File: src/usfbc_pkg.sv
// Package for the serial frame and baud configuration block
// Functional notes
// - Multiprocessor bit enables multiprocessor receive mode
// - Mode field: async, sync, infrared, host SPI
// - Host SPI mode reshapes control register C
// - Parity: off, reserved, even, odd
// - Stop bits one or two, transmitter only
// - Char size 5 to 8 bits, 4-5 reserved
// - Codes 6 and 7: nine bits, byte order
// - SPI bit order: MSB first or LSB
// - SPI phase: sample leading or trailing edge
// - Baud value split over two byte addresses
// - Baud write reloads prescaler immediately
// - Window codes give 32 plus minus 6,5,7,8
// - Sixteen samples per bit, 32 per pair
// - Debug run clear halts in debug break
// - Infrared event input enabled when bit clear
// - Receiver mode 3 is constrained auto-baud
`default_nettype none
package usfbc_pkg;
    localparam logic [7:0] OFF_CTRL_B   = 8'h06;
    localparam logic [7:0] OFF_FRAME    = 8'h07;
    localparam logic [7:0] OFF_BAUD_LO  = 8'h08;
    localparam logic [7:0] OFF_BAUD_HI  = 8'h09;
    localparam logic [7:0] OFF_WINDOW   = 8'h0A;
    localparam logic [7:0] OFF_DEBUG    = 8'h0B;
    localparam logic [7:0] OFF_EVENT    = 8'h0C;
    localparam logic [7:0] RST_CTRL_B   = 8'h00;
    localparam logic [7:0] RST_FRAME    = 8'h03;
    localparam logic [7:0] RST_SPI_VIEW = 8'h00;
    localparam logic [15:0] RST_BAUD    = 16'h0000;
    localparam logic [7:0] RST_BYTE     = 8'h00;
    localparam int POS_MODE   = 6;
    localparam int POS_PARITY = 4;
    localparam int POS_STOP   = 3;
    localparam int POS_ORDER  = 2;
    localparam int POS_PHASE  = 1;
    localparam int POS_RXMODE = 1;
    localparam int POS_WINDOW = 6;
    localparam logic [7:0] SPI_VIEW_MASK = 8'hC6;
    localparam logic [1:0] MODE_ASYNC = 2'h0;
    localparam logic [1:0] MODE_SYNC  = 2'h1;
    localparam logic [1:0] MODE_IR    = 2'h2;
    localparam logic [1:0] MODE_SPI   = 2'h3;
    localparam logic [1:0] RXM_AUTO_CONSTRAINED = 2'h3;
    localparam logic [5:0] SAMPLES_PER_PAIR = 6'h20;
    localparam logic [4:0] SAMPLES_PER_BIT  = 5'h10;
    typedef struct packed {
        logic [1:0] comm_mode_select;
        logic       host_spi_mode;
        logic       infrared_mode;
        logic       parity_enable;
        logic       parity_odd;
        logic       parity_reserved;
        logic       stop_bit_count;
        logic [3:0] data_bits;
        logic       nine_bit_low_first;
        logic       nine_bit_high_first;
        logic       size_reserved;
        logic       spi_bit_order;
        logic       spi_clock_phase;
        logic       multiproc_mode_enable;
        logic       constrained_autobaud_mode;
        logic [5:0] window_min;
        logic [5:0] window_max;
        logic       run_in_debug_halt;
        logic       infrared_event_input_enable;
    } usfbc_cfg_t;
endpackage : usfbc_pkg
`default_nettype wire

File: src/usfbc_top.sv
// Register file and decoded configuration for the serial frame and baud block
`default_nettype none
module usfbc_top
(
    input  wire logic               SYS_CLK,
    input  wire logic               RESETN,
    input  wire logic               CLK_EN,
    input  wire logic               PSEL,
    input  wire logic               PENABLE,
    input  wire logic               PWRITE,
    input  wire logic [7:0]         PADDR,
    input  wire logic [31:0]        PWDATA,
    output logic      [31:0]        PRDATA,
    output logic                    PREADY,
    output logic                    PSLVERR,
    input  wire logic               DEBUG_HALT,
    output usfbc_pkg::usfbc_cfg_t   CFG,
    output logic      [15:0]        BAUD_VALUE,
    output logic                    BAUD_RELOAD,
    output logic                    PERIPH_RUN
);
    ////////////////////////////////////////////////////////////////////////////
    logic [7:0]  ctrl_b_q, ctrl_b_d;
    logic [7:0]  frame_q, frame_d;
    logic [15:0] baud_q, baud_d;
    logic [7:0]  window_q, window_d;
    logic [7:0]  debug_q, debug_d;
    logic [7:0]  event_q, event_d;
    logic        reload_q, reload_d;
    logic [31:0] rdata_q, rdata_d;
    logic        slverr_q, slverr_d;
    logic        ready_q, ready_d;
    logic        halt_s1_q, halt_s2_q, halt_s3_q, halt_q, halt_d;
    logic        fetch, access, wr, rd, mapped;
    logic [1:0]  mode;

    function automatic logic addr_mapped(input logic [7:0] a);
        addr_mapped = (a == {usfbc_pkg::OFF_CTRL_B[5:0], 2'h0})
                   || (a == {usfbc_pkg::OFF_FRAME[5:0], 2'h0})
                   || (a == {usfbc_pkg::OFF_BAUD_LO[5:0], 2'h0})
                   || (a == {usfbc_pkg::OFF_BAUD_HI[5:0], 2'h0})
                   || (a == {usfbc_pkg::OFF_WINDOW[5:0], 2'h0})
                   || (a == {usfbc_pkg::OFF_DEBUG[5:0], 2'h0})
                   || (a == {usfbc_pkg::OFF_EVENT[5:0], 2'h0});
    endfunction : addr_mapped

    function automatic logic hit(input logic [7:0] a, input logic [7:0] idx);
        hit = (a == {idx[5:0], 2'h0});
    endfunction : hit

    // Printed offsets are not word aligned, so each is an index of a word
    // One wait state: the first access cycle fetches, the second answers
    assign fetch  = PSEL && PENABLE && !ready_q && CLK_EN;
    assign access = PSEL && PENABLE && ready_q && CLK_EN;
    assign wr     = access && PWRITE;
    assign rd     = fetch && !PWRITE;
    assign mapped = addr_mapped(PADDR);
    assign mode   = frame_q[usfbc_pkg::POS_MODE +: 2];
    // A frozen block still ends the transfer, with no effect
    assign PREADY = ready_q || !CLK_EN;

    ////////////////////////////////////////////////////////////////////////////
    // Register writes
    always_comb
    begin
        ctrl_b_d = ctrl_b_q;
        frame_d  = frame_q;
        baud_d   = baud_q;
        window_d = window_q;
        debug_d  = debug_q;
        event_d  = event_q;
        reload_d = 1'b0;
        if (wr)
        begin
            if (hit(PADDR, usfbc_pkg::OFF_CTRL_B))
                ctrl_b_d = PWDATA[7:0];
            if (hit(PADDR, usfbc_pkg::OFF_FRAME))
            begin
                // New mode decides which layout the rest of the byte uses
                if (PWDATA[usfbc_pkg::POS_MODE +: 2] == usfbc_pkg::MODE_SPI)
                    frame_d = PWDATA[7:0] & usfbc_pkg::SPI_VIEW_MASK;
                else
                    frame_d = PWDATA[7:0];
            end
            if (hit(PADDR, usfbc_pkg::OFF_BAUD_LO))
            begin
                baud_d[7:0] = PWDATA[7:0];
                reload_d    = 1'b1;
            end
            if (hit(PADDR, usfbc_pkg::OFF_BAUD_HI))
            begin
                baud_d[15:8] = PWDATA[7:0];
                reload_d     = 1'b1;
            end
            if (hit(PADDR, usfbc_pkg::OFF_WINDOW))
                window_d = {PWDATA[7:6], 6'h00};
            if (hit(PADDR, usfbc_pkg::OFF_DEBUG))
                debug_d = {7'h00, PWDATA[0]};
            if (hit(PADDR, usfbc_pkg::OFF_EVENT))
                event_d = {7'h00, PWDATA[0]};
        end
    end

    always_ff @(posedge SYS_CLK or negedge RESETN)
    begin
        if (!RESETN)
        begin
            ctrl_b_q <= usfbc_pkg::RST_CTRL_B;
            frame_q  <= usfbc_pkg::RST_FRAME;
            baud_q   <= usfbc_pkg::RST_BAUD;
            window_q <= usfbc_pkg::RST_BYTE;
            debug_q  <= usfbc_pkg::RST_BYTE;
            event_q  <= usfbc_pkg::RST_BYTE;
            reload_q <= 1'b0;
        end
        else if (CLK_EN)
        begin
            ctrl_b_q <= ctrl_b_d;
            frame_q  <= frame_d;
            baud_q   <= baud_d;
            window_q <= window_d;
            debug_q  <= debug_d;
            event_q  <= event_d;
            reload_q <= reload_d;
        end
    end

    ////////////////////////////////////////////////////////////////////////////
    // Read data and error answer
    always_comb
    begin
        rdata_d  = rdata_q;
        slverr_d = slverr_q;
        ready_d  = PSEL && PENABLE && !ready_q;
        if (fetch)
        begin
            rdata_d  = 32'h0000_0000;
            slverr_d = !mapped;
        end
        if (rd)
        begin
            if (hit(PADDR, usfbc_pkg::OFF_CTRL_B))
                rdata_d = {24'h00_0000, ctrl_b_q};
            if (hit(PADDR, usfbc_pkg::OFF_FRAME))
                rdata_d = {24'h00_0000, frame_q};
            if (hit(PADDR, usfbc_pkg::OFF_BAUD_LO))
                rdata_d = {24'h00_0000, baud_q[7:0]};
            if (hit(PADDR, usfbc_pkg::OFF_BAUD_HI))
                rdata_d = {24'h00_0000, baud_q[15:8]};
            if (hit(PADDR, usfbc_pkg::OFF_WINDOW))
                rdata_d = {24'h00_0000, window_q};
            if (hit(PADDR, usfbc_pkg::OFF_DEBUG))
                rdata_d = {24'h00_0000, debug_q};
            if (hit(PADDR, usfbc_pkg::OFF_EVENT))
                rdata_d = {24'h00_0000, event_q};
        end
    end

    // Answer stands from flip-flops for the whole ready cycle
    always_comb
    begin
        PRDATA  = rdata_q;
        PSLVERR = ready_q && slverr_q;
    end

    always_ff @(posedge SYS_CLK or negedge RESETN)
    begin
        if (!RESETN)
        begin
            rdata_q  <= 32'h0000_0000;
            slverr_q <= 1'b0;
            ready_q  <= 1'b0;
        end
        else if (CLK_EN)
        begin
            rdata_q  <= rdata_d;
            slverr_q <= slverr_d;
            ready_q  <= ready_d;
        end
    end

    ////////////////////////////////////////////////////////////////////////////
    // Debug halt input comes from another domain: three stages, agree on two
    always_comb
    begin
        halt_d = halt_q;
        if (halt_s2_q == halt_s3_q)
            halt_d = halt_s3_q;
    end

    always_ff @(posedge SYS_CLK or negedge RESETN)
    begin
        if (!RESETN)
        begin
            halt_s1_q <= 1'b0;
            halt_s2_q <= 1'b0;
            halt_s3_q <= 1'b0;
            halt_q    <= 1'b0;
        end
        else if (CLK_EN)
        begin
            halt_s1_q <= DEBUG_HALT;
            halt_s2_q <= halt_s1_q;
            halt_s3_q <= halt_s2_q;
            halt_q    <= halt_d;
        end
    end

    ////////////////////////////////////////////////////////////////////////////
    // Decoded configuration, all from registers
    always_comb
    begin
        CFG = '0;
        CFG.comm_mode_select  = mode;
        CFG.host_spi_mode     = (mode == usfbc_pkg::MODE_SPI);
        CFG.infrared_mode     = (mode == usfbc_pkg::MODE_IR);
        CFG.multiproc_mode_enable = ctrl_b_q[0];
        CFG.constrained_autobaud_mode =
            (ctrl_b_q[usfbc_pkg::POS_RXMODE +: 2] == usfbc_pkg::RXM_AUTO_CONSTRAINED);
        if (mode == usfbc_pkg::MODE_SPI)
        begin
            CFG.spi_bit_order   = frame_q[usfbc_pkg::POS_ORDER];
            CFG.spi_clock_phase = frame_q[usfbc_pkg::POS_PHASE];
            CFG.data_bits       = 4'h8;
        end
        else
        begin
            case (frame_q[usfbc_pkg::POS_PARITY +: 2])
                2'h0: CFG.parity_enable = 1'b0;
                2'h1: CFG.parity_reserved = 1'b1;
                2'h2: CFG.parity_enable = 1'b1;
                2'h3:
                begin
                    CFG.parity_enable = 1'b1;
                    CFG.parity_odd    = 1'b1;
                end
                default: CFG.parity_enable = 1'b0;
            endcase
            CFG.stop_bit_count = frame_q[usfbc_pkg::POS_STOP];
            case (frame_q[2:0])
                3'h0: CFG.data_bits = 4'h5;
                3'h1: CFG.data_bits = 4'h6;
                3'h2: CFG.data_bits = 4'h7;
                3'h3: CFG.data_bits = 4'h8;
                3'h6:
                begin
                    CFG.data_bits          = 4'h9;
                    CFG.nine_bit_low_first = 1'b1;
                end
                3'h7:
                begin
                    CFG.data_bits           = 4'h9;
                    CFG.nine_bit_high_first = 1'b1;
                end
                default: CFG.size_reserved = 1'b1;
            endcase
        end
        // Bounds on sample count across a bit pair of 32
        case (window_q[usfbc_pkg::POS_WINDOW +: 2])
            2'h0:
            begin
                CFG.window_min = usfbc_pkg::SAMPLES_PER_PAIR - 6'h06;
                CFG.window_max = usfbc_pkg::SAMPLES_PER_PAIR + 6'h06;
            end
            2'h1:
            begin
                CFG.window_min = usfbc_pkg::SAMPLES_PER_PAIR - 6'h05;
                CFG.window_max = usfbc_pkg::SAMPLES_PER_PAIR + 6'h05;
            end
            2'h2:
            begin
                CFG.window_min = usfbc_pkg::SAMPLES_PER_PAIR - 6'h07;
                CFG.window_max = usfbc_pkg::SAMPLES_PER_PAIR + 6'h07;
            end
            default:
            begin
                CFG.window_min = usfbc_pkg::SAMPLES_PER_PAIR - 6'h08;
                CFG.window_max = usfbc_pkg::SAMPLES_PER_PAIR + 6'h08;
            end
        endcase
        CFG.run_in_debug_halt = debug_q[0];
        CFG.infrared_event_input_enable = !event_q[0];
    end

    assign BAUD_VALUE  = baud_q;
    assign BAUD_RELOAD = reload_q;
    // Halted peripheral also ignores events: consumers gate on this
    assign PERIPH_RUN  = debug_q[0] || !halt_q;

    ////////////////////////////////////////////////////////////////////////////
    property p_multiproc_mode_enable;
        @(posedge SYS_CLK) disable iff (!RESETN)
        (wr && hit(PADDR, usfbc_pkg::OFF_CTRL_B)) |=> (CFG.multiproc_mode_enable == $past(PWDATA[0]));
    endproperty
    a_multiproc_mode_enable: assert property (p_multiproc_mode_enable) else $error("multiproc enable mismatch");

    property p_spi_view;
        @(posedge SYS_CLK) disable iff (!RESETN)
        (mode == usfbc_pkg::MODE_SPI) |-> ((frame_q & ~usfbc_pkg::SPI_VIEW_MASK) == 8'h00);
    endproperty
    a_spi_view: assert property (p_spi_view) else $error("spi view holds stray bits");

    property p_reload;
        @(posedge SYS_CLK) disable iff (!RESETN)
        (CLK_EN && wr && (hit(PADDR, usfbc_pkg::OFF_BAUD_LO) || hit(PADDR, usfbc_pkg::OFF_BAUD_HI)))
            |=> BAUD_RELOAD;
    endproperty
    a_reload: assert property (p_reload) else $error("baud write did not reload");

    property p_baud_lo;
        @(posedge SYS_CLK) disable iff (!RESETN)
        (CLK_EN && wr && hit(PADDR, usfbc_pkg::OFF_BAUD_LO)) |=> (BAUD_VALUE[7:0] == $past(PWDATA[7:0]));
    endproperty
    a_baud_lo: assert property (p_baud_lo) else $error("baud low byte not stored");

    property p_parity;
        @(posedge SYS_CLK) disable iff (!RESETN)
        (!CFG.host_spi_mode && frame_q[5:4] == 2'h3) |-> (CFG.parity_enable && CFG.parity_odd);
    endproperty
    a_parity: assert property (p_parity) else $error("odd parity not decoded");

    property p_nine;
        @(posedge SYS_CLK) disable iff (!RESETN)
        (!CFG.host_spi_mode && frame_q[2:1] == 2'h3) |-> (CFG.data_bits == 4'h9);
    endproperty
    a_nine: assert property (p_nine) else $error("nine bit size not decoded");

    property p_window;
        @(posedge SYS_CLK) disable iff (!RESETN)
        (window_q[7:6] == 2'h3) |-> (CFG.window_min == 6'h18 && CFG.window_max == 6'h28);
    endproperty
    a_window: assert property (p_window) else $error("window bounds wrong");

    property p_halt;
        @(posedge SYS_CLK) disable iff (!RESETN)
        (CLK_EN && !debug_q[0] && halt_s2_q && halt_s3_q && !(wr && hit(PADDR, usfbc_pkg::OFF_DEBUG)))
            |=> !PERIPH_RUN;
    endproperty
    a_halt: assert property (p_halt) else $error("peripheral runs in debug halt");

    property p_event;
        @(posedge SYS_CLK) disable iff (!RESETN)
        (wr && hit(PADDR, usfbc_pkg::OFF_EVENT)) |=> (CFG.infrared_event_input_enable == !$past(PWDATA[0]));
    endproperty
    a_event: assert property (p_event) else $error("event enable polarity wrong");

    property p_baud_hi;
        @(posedge SYS_CLK) disable iff (!RESETN)
        (wr && hit(PADDR, usfbc_pkg::OFF_BAUD_HI)) |=> (BAUD_VALUE[15:8] == $past(PWDATA[7:0]));
    endproperty
    a_baud_hi: assert property (p_baud_hi) else $error("baud high byte not stored");

    property p_no_reload;
        @(posedge SYS_CLK) disable iff (!RESETN)
        (CLK_EN && !(wr && (hit(PADDR, usfbc_pkg::OFF_BAUD_LO) || hit(PADDR, usfbc_pkg::OFF_BAUD_HI))))
            |=> !BAUD_RELOAD;
    endproperty
    a_no_reload: assert property (p_no_reload) else $error("reload without baud write");

    property p_size_low;
        @(posedge SYS_CLK) disable iff (!RESETN)
        (!CFG.host_spi_mode && !frame_q[2]) |-> (CFG.data_bits == 4'h5 + {2'h0, frame_q[1:0]});
    endproperty
    a_size_low: assert property (p_size_low) else $error("short size not decoded");

    property p_spi_order;
        @(posedge SYS_CLK) disable iff (!RESETN)
        (wr && hit(PADDR, usfbc_pkg::OFF_FRAME) && (PWDATA[usfbc_pkg::POS_MODE +: 2] == usfbc_pkg::MODE_SPI))
            |=> (CFG.host_spi_mode && CFG.spi_bit_order == $past(PWDATA[usfbc_pkg::POS_ORDER]));
    endproperty
    a_spi_order: assert property (p_spi_order) else $error("spi bit order not taken");

    property p_rd_frame;
        @(posedge SYS_CLK) disable iff (!RESETN)
        (rd && hit(PADDR, usfbc_pkg::OFF_FRAME)) |=> (PRDATA == {24'h00_0000, $past(frame_q)});
    endproperty
    a_rd_frame: assert property (p_rd_frame) else $error("frame read back wrong");
endmodule : usfbc_top
`default_nettype wire

File: config.mk
export PLATFORM = sky130hd
export DESIGN_NAME = usfbc_top
export DESIGN_NICKNAME = d
export VERILOG_FILES = /design/src/usfbc_pkg.sv /design/src/usfbc_top.sv
export SDC_FILE = /design/constraint.sdc
export NUM_CORES = 1
export LEC_CHECK = 0
export BUFFER_PORTS_ARGS = -buffer_cell sky130_fd_sc_hd__buf_4
export CORE_UTILIZATION = 30
export CTS_CLUSTER_SIZE = 28
export DETAILED_ROUTE_END_ITERATION = 6
export RECOVER_POWER = 25
export SLEW_MARGIN = 20
export SYNTH_ARGS = -nofsm -noshare
export SYNTH_HDL_FRONTEND = slang
export SYNTH_SLANG_ARGS = --single-unit
File: constraint.sdc
create_clock -name SYS_CLK -period 3.1 [get_ports SYS_CLK]
set_input_delay 0.31 -clock SYS_CLK [delete_from_list [all_inputs] [get_ports SYS_CLK]]
set_output_delay 0.31 -clock SYS_CLK [all_outputs]
set_load 0.01 [all_outputs]
==> run metrics, run 1 <==
cell area after layout=between 4000 and 5000 um^2; Tmin final=~1.9 ns; RSZ-0062 raised after global routing=false; Util after Layout=41.7%; largest net degree at the start of global routing=76; Reg2Reg Depth=5; Reg clk slew, reported paths=0.06 ns; commonest non-fill, non-tap cell in the layout=buf_4; grt met2 use=around 23%; TritonCTS clock tree=yes; fin worst setup slack=1.20 ns; I/O pins=between 100 and 150; Max H-tree Level=3; post-cts resize count=0; Die Area=12100 um^2; Synth Cell Area=3480 um^2; total power=around 2.2 mW; Gate Count Post-Synth=299; DRT Wirelength=8630 um; commonest cells after routing, fill and taps aside=buf_4, dfrtp_1, and2_1; placed insts=roughly 520; antenna-violating nets left=0; crit share post-route=61.3%; dpl hpwl=5910 um; worst-path fanout max=8; r2r setup slk=about 1.3 ns; Core ar.=11100 um^2; Hold/Removal Path Class=in -> reg; busiest grt layer=met2; CTS buffer count=9; Placed Area=4300 um^2; chip width=110 um; CP Launch Point=frame_q[7]$_DFFE_PN0P_; run status=complete, but fails checks; # diodes=0; Overall Global Routing Usage=15.2%; endpoints failing hold=0; CP Data Required Time=~2.8 ns; CTS root buf=clkbuf_16; Synth Warn #=0; clock sinks=75; Worst R2R End=PRDATA[6]$_DFFE_PN0P_; CP startpoint kind=flop; initial antenna violation count=0; grt ovf=0; Area Overhead vs Synth=32.6%; IO Port Bufs=a little over 100; Hold Slack=0.212 ns; clock buffer depth=2; row count=38; met3 usage=4.21%; mean post-synth cell area=11.7 um^2; cts hold-fix bufs=0; VDD IR-drop max=0.353 mV; Starting Density=a little under a third; first drt pass iteration count=4; Crit. End Element=output pin; sequential share of the synthesized area=53.9%; worst-skew pair later-pin latency=0.33 ns; 1st-iter DRT viols=98; die span in y=110 um; Final Max Slew Viols=76; Setup WS pre-CTS=0.885 ns; # DRC=0; Rel. slew slack=-27.4%; final setup violation count=0; global-route wire length before repair=13400 um; fill count=1093; Cell variety after synth=45; Leakage=2.42 nW; highest clock rate=between 500 and 600 MHz; failing checks=max-capacitance violations, max-slew violations; Crit Path Class=reg -> out; Seq cells post-synth=75; area occupied by multi-input gates=1440 um^2; Setup Skew=0.00369 ns; gp weighted congestion=0.775; Max Cap Viol=1; setup TNS=0 ns; Setup Fix Bufs, Post-CTS=0; worst path arrival time=1.59 ns; Via Count=2545; Seq. cell area=1880 um^2; FF-to-FF Start=ready_q$_DFFE_PN0P_; CP Capture Point=CFG[22]; fin nets=446; layout cell share with drive strength beyond 1=40.0%; Via density=4.71; vias in the first global route=2447; GRT met1 Usage=20.5%; final std cells w/o fill=540; power per cell area=485 nW/um^2; post-DR wirelength/cell=16.0 um; worst slew pin tran=1.91 ns
cell families (layout without fill, tap and decap cells):
group | Yosys count | in the layout | synth area share, %
buffers and inverters | 31 | 128 | 5.10
DFF | 75 | 75 | 53.9
and+or+nand+nor | 103 | 103 | 16.8
muxes | 44 | 44 | 14.9
other | 2 | 6 | 0.216
AOI/OAI and AO/OA | 40 | 40 | 7.68
adders and majority gates | 4 | 4 | 1.44
worst min-delay path by stage:
stage	start	endpoint	slack, ns	cells after the start
final	DEBUG_HALT	halt_s1_q$_DFFE_PN0P_	0.21	2
after global routing	DEBUG_HALT	halt_s1_q$_DFFE_PN0P_	0.21	2
after CTS	RESETN	PRDATA[30]$_DFFE_PN0P_	0.17	1
after detailed placement	PRDATA[10]$_DFFE_PN0P_	PRDATA[10]$_DFFE_PN0P_	0.47	1
after global placement	PRDATA[14]$_DFFE_PN0P_	PRDATA[14]$_DFFE_PN0P_	0.47	1
after floorplan	RESETN	BAUD_RELOAD$_DFFE_PN0P_	0.01	0
critical path, cell delays in order (launching register included):
cell	delay, ns
dfrtp_1	0.45
nand2_1	0.30
nand2_1	0.10
nor2_1	0.15
o21a_1	0.14
buf_4	0.11
cell usage after synthesis, drive strengths merged:
library cell | instances | area (um^2)
inv | 9 | 33.8
nand2 | 23 | 88.8
a311oi | 1 | 8.76
o22ai | 6 | 37.5
dfrtp | 73 | 1830
o21ai | 13 | 65.1
or3 | 6 | 42.5
nand4 | 1 | 12.5
nor4b | 1 | 23.8
and3 | 4 | 25.0
o2111ai | 2 | 17.5
nor2b | 2 | 12.5
nor2 | 21 | 78.8
a211oi | 1 | 7.51
ha | 4 | 50.1
buf | 17 | 125
nand2b | 3 | 18.8
and2 | 28 | 175
nand3 | 5 | 30.0
mux2i | 12 | 120
o31ai | 1 | 7.51
a21oi | 3 | 15.0
nor3 | 2 | 15.0
nand4b | 2 | 23.8
a22o | 5 | 43.8
mux2 | 32 | 398
o21a | 4 | 30.0
dfstp | 2 | 52.6
conb | 2 | 7.51
a211o | 2 | 17.5
and2b | 2 | 15.0
or2 | 1 | 6.26
a32oi | 2 | 17.5
nor3b | 1 | 7.51
clkbuf | 5 | 18.8
and4 | 1 | 8.76
area by class of cell:
cell class	instances	area share [%]
Clock buffer	9	4.88
Clock inverter	7	2.00
Inverter	9	0.731
Multi-Input combinational cell	197	31.2
Sequential cell	75	40.7
Tap cell	140	3.79
Timing Repair Buffer	103	16.7
metal layers:
metal / part of all wire [%] / wire length [um]
met1: 47 / 4030
met2: 46 / 3990
met3: 5.6 / 485
met4: 1.3 / 116
met5: 0 / 0
power breakdown:
part | switching, mW | internal (mW)
Combinational | 0.0753 | 0.0510
Sequential | 0.0104 | 0.994
Clock | 0.408 | 0.703
Total | 0.494 | 1.75
state kept, by name, indices dropped and copies added, names as in the netlist, 2 cells and up:
signal	cells
ctrl_b_q	8
window_q	2
PRDATA	32
frame_q	8
BAUD_VALUE	16
Note: power is estimated with default switching activity, not from simulation.
==> inputs of run 2 (changes only) <==
==> constraint.sdc (replaced) <==
create_clock -name SYS_CLK -period 1.9 [get_ports SYS_CLK]
set_input_delay 0.19 -clock SYS_CLK [delete_from_list [all_inputs] [get_ports SYS_CLK]]
set_output_delay 0.19 -clock SYS_CLK [all_outputs]
set_load 0.01 [all_outputs]
==> run metrics, run 2 (synthesis results as in run 1) <==
run status=finished, final reports clean; Setup Skew=0.00906 ns; Die Area=12100 um^2; number of flip-flops in the largest register=32; 1st-iter DRT viols=106; Hold Slack=0.0993 ns; crit share post-route=91.6%; fin nets=458; Setup WS pre-CTS=0.110 ns; die span in y=110 um; row count=38; first drt pass iteration count=4; Util after Layout=42.0%; Max H-tree Level=3; placed insts=approximately 540; CTS buffer count=9; Setup Fix Bufs, Post-CTS=0; commonest cells after routing, fill and taps aside=buf_4, dfrtp_1, and2_1; worst-skew pair later-pin latency=0.33 ns; most frequent cell on the critical path=nand2_1; slowest cell delay on critical path=0.45 ns; highest clock rate=574 MHz; cells along the critical path=nand2_1, nand2_1, nor3b_1, buf_4; total power=3.44 mW; Max Cap Viol=0; DRT met1 WL=3980 um; worst slew pin tran=0.847 ns; Via Count=2595; largest net degree at the start of global routing=44; setup TNS=0 ns; I/O pins=between 100 and 150; worst-path fanout max=8; CP top delay family=simple AND/OR/NAND/NOR gates; IO Port Bufs=slightly above 100; Placed Area=around 4400 um^2; gp weighted congestion=0.746; CP Buf/Inv Count=1; final setup violation count=0; CP Data Required Time=1.71 ns; Reg clk slew, reported paths=0.05 ns; DRT Wirelength=between 8000 and 9000 um; Area Overhead vs Synth=33.6%; layout cell share with drive strength beyond 1=38.3%; # diodes=0; Seq. cell area=between 1500 and 2000 um^2; antenna-violating nets left=0; vias in the first global route=roughly 2400; final std cells w/o fill=552; clock sinks=75; Core ar.=~11000 um^2; Slowest-stage cell, CP=dfrtp_1; fin worst setup slack=0.159 ns; TritonCTS clock tree=yes; Via density=4.70; Crit Path Class=reg -> out; CTS root buf=clkbuf_16; dpl hpwl=~6000 um; WL met2=between 3000 and 4000 um; clock buffer depth=2; area occupied by multi-input gates=1440 um^2; VDD IR-drop max=0.324 mV; RSZ-0062 raised after global routing=false; Leakage=about 2.4 nW; Crit. End Element=output pin; top sig layer=met4; Overall Global Routing Usage=14.7%; fill count=~1100; worst path arrival time=approximately 1.6 ns; Hold/Removal Path Class=in -> reg; global-route wire length before repair=between 10000 and 15000 um; # DRC=0; cell area after layout=4660 um^2; WL met3=499 um; Tmin final=1.74 ns; Rel. slew slack=43.5%; CP startpoint kind=flop; post-DR wirelength/cell=15.3 um; endpoints failing hold=0; Starting Density=31.5%; grt ovf=0; r2r setup slk=between 0.2 and 0.3 ns; commonest non-fill, non-tap cell in the layout=buf_4; initial antenna violation count=0; chip width=110 um; Final Max Slew Viols=0; post-cts resize count=0; power per cell area=738 nW/um^2
[run 2: final timing paths]
path / end / depth (start not counted) / from
min reg2reg: slverr_q$_DFFE_PN0P_ / 2 / slverr_q$_DFFE_PN0P_
min: halt_s1_q$_DFFE_PN0P_ / 2 / DEBUG_HALT
max reg2reg: BAUD_VALUE[8]$_DFFE_PN0P_ / 4 / ready_q$_DFFE_PN0P_
max: CFG[20] / 4 / frame_q[6]$_DFFE_PN0P_
max in group asynchronous: frame_q[1]$_DFFE_PN1P_ / 3 / RESETN
min in group asynchronous: PRDATA[27]$_DFFE_PN0P_ / 2 / RESETN
[run 2: power breakdown]
part	total, mW	internal (mW)	leakage [nW]	switching [mW]
combinational	0.218	0.0929	1.26	0.125
sequential	1.64	1.62	1.01	0.0168
clock	1.58	0.950	0.135	0.629
[run 2: metal layers]
| layer | vias up | GRT usage (%) |
|---|---|---|
| met5 | - | 0 |
| met1 | 1272 | 19.7 |
| met3 | 10 | 4.86 |
| met4 | 0 | 5.14 |
| li1 | 1231 | - |
| met2 | 82 | 22.2 |
[run 2: repair_timing]
item                       in CTS  in global routing
setup endpoints to repair       0                  0
hold buffers                    1                  0
hold endpoints to repair       32                  0
[run 2: cell type report]
class / instances / area share (%)
inverter: 9 / 0.726
clock buffer: 12 / 5.51
clock inverter: 4 / 0.537
tap: 140 / 3.76
sequential: 75 / 40.4
timing repair buffer: 115 / 18.1
multi-input combinational: 197 / 31.0
==> inputs of run 3 (changes only) <==
==> constraint.sdc (replaced) <==
create_clock -name SYS_CLK -period 2.1 [get_ports SYS_CLK]
set_input_delay 0.21 -clock SYS_CLK [delete_from_list [all_inputs] [get_ports SYS_CLK]]
set_output_delay 0.21 -clock SYS_CLK [all_outputs]
set_load 0.01 [all_outputs]
==> run metrics, run 3 (synthesis results as in run 1) <==
CTS root buf=clkbuf_16; # diodes=0; initial antenna violation count=0; Die Area=12100 um^2; Placed Area=approximately 4300 um^2; switch share=21.7%; final setup violation count=0; cell area after layout=4640 um^2; Max H-tree Level=3; vias in the first global route=2489; cts hold-fix bufs=0; power per cell area=about 700 nW/um^2; Via density=4.75; sequential power share=45.0%; failing checks=max-capacitance violations, max-slew violations; commonest cells after routing, fill and taps aside=buf_4, dfrtp_1, and2_1; number of flip-flops in the largest register=32; Max Cap Viol=1; Starting Density=31.5%; chip width=110 um; CP startpoint kind=flop; CP Data Required Time=1.89 ns; Final Max Slew Viols=76; fin worst setup slack=roughly 0.31 ns; RSZ-0062 raised after global routing=false; layout cell share with drive strength beyond 1=40.2%; endpoints failing hold=0; post-cts resize count=0; global-route wire length before repair=roughly 13000 um; gp weighted congestion=0.751; Leakage=2.42 nW; worst-skew pair later-pin latency=0.33 ns; antenna-violating nets left=0; highest clock rate=between 500 and 600 MHz; CTS buffer count=9; commonest non-fill, non-tap cell in the layout=buf_4; fin nets=449; Core ar.=roughly 11000 um^2; crit share post-route=85.1%; Crit Path Class=reg -> out; DRT Wirelength=8540 um; Overall Global Routing Usage=14.9%; first drt pass iteration count=4; setup TNS=0 ns; worst-path fanout max=8; die span in y=110 um; dpl hpwl=5920 um; largest net degree at the start of global routing=76; clock buffer depth=2; Psw=0.715 mW; Area Overhead vs Synth=33.2%; row count=38; Reg clk slew, reported paths=0.06 ns; internal power=about 2.6 mW; Hold/Removal Path Class=in -> reg; Gate power share=5.6%; clock sinks=75; worst slew pin tran=about 1.9 ns; TritonCTS clock tree=yes; Setup Fix Bufs, Post-CTS=0; I/O pins=132; post-DR wirelength/cell=15.7 um; run status=complete, but fails checks; worst path arrival time=1.58 ns; Crit. End Element=output pin; 1st-iter DRT viols=106; # DRC=0; Setup WS pre-CTS=0.229 ns; Setup Skew=0.00480 ns; Rel. slew slack=-24.7%; Via Count=2578; grt ovf=0; IO Port Bufs=between 100 and 150; VDD IR-drop max=0.506 mV; Clk pwr share=about half; Tmin final=between 1.5 and 2 ns
==> run 3: changes by cell type in the layout (fill, tap and decap cells not counted), moves of 2 or more <==
| cell | change |
|---|---|
| buf_4 | +6 |
| bufinv_16 | +2 |
| clkbuf_1 | -12 |
| buf_12 | -2 |
| clkbuf_8 | -2 |
==> run 3: path summary, 6_finish.rpt <==
path / from / end / slack, ns / depth (start not counted)
max: frame_q[6]$_DFFE_PN0P_ / CFG[20] / 0.31 / 4
min: DEBUG_HALT / halt_s1_q$_DFFE_PN0P_ / 0.11 / 2
max reg2reg: ready_q$_DFFE_PN0P_ / PRDATA[6]$_DFFE_PN0P_ / 0.33 / 5
min reg2reg: PRDATA[20]$_DFFE_PN0P_ / PRDATA[20]$_DFFE_PN0P_ / 0.48 / 1
max in group asynchronous: RESETN / frame_q[6]$_DFFE_PN0P_ / 0.60 / 1
min in group asynchronous: RESETN / PRDATA[30]$_DFFE_PN0P_ / 0.40 / 1
==> run 3: cell type report <==
cell class	count	area, um^2
timing repair buffer	106	793
inverter	9	33.8
fill	1070	6440
clock inverter	6	88.8
sequential	75	1880
clock buffer	10	229
multi-input combinational	197	1440
tap	140	175
==> run 3: power by group through the flow <==
| stage | registers [mW] | clock network (mW) | logic [mW] |
|---|---|---|---|
| 2_1_floorplan | 1.51 | 0 | 0.0932 |
| 3_3_place_gp | 1.51 | 0 | 0.188 |
| 3_5_place_dp | 1.51 | 0 | 0.192 |
| 4_1_cts | 1.48 | 1.69 | 0.192 |
| 5_1_grt | 1.49 | 1.75 | 0.211 |
| 6_report | 1.48 | 1.63 | 0.186 |
==> run 3: through the flow <==
stage / std cells / hold WS (ns) / total power, mW / utilization [%]
floorplan: 303 / -0.0856 / 1.60 / -
global placement: 527 / 0.415 / 1.70 / 39.1
detailed placement: 527 / 0.432 / 1.70 / 39.1
CTS: 543 / 0.0752 / 3.36 / 41.9
global route: 543 / 0.0979 / 3.45 / 41.9
finish: 543 / 0.115 / 3.30 / 41.9
==> run 3: layer usage <==
metal  part of all wire [%]  routed length (um)  track usage, %  vias to the layer above
met5                      0                   0               0                        -
met4                    1.8                 156            5.90                        0
met3                    6.6                 567            4.98                       13
met2                     46                3940            22.4                       88
met1                     45                3880            19.7                     1262
li1                       -                   -               -                     1215
==> run 3: worst max-delay path, stage by stage, from the launching register on <==
cell and delay (ns):
dfrtp_1 0.45, nand2_1 0.28, nand2_1 0.14, nor3b_1 0.22
buf_4 0.15
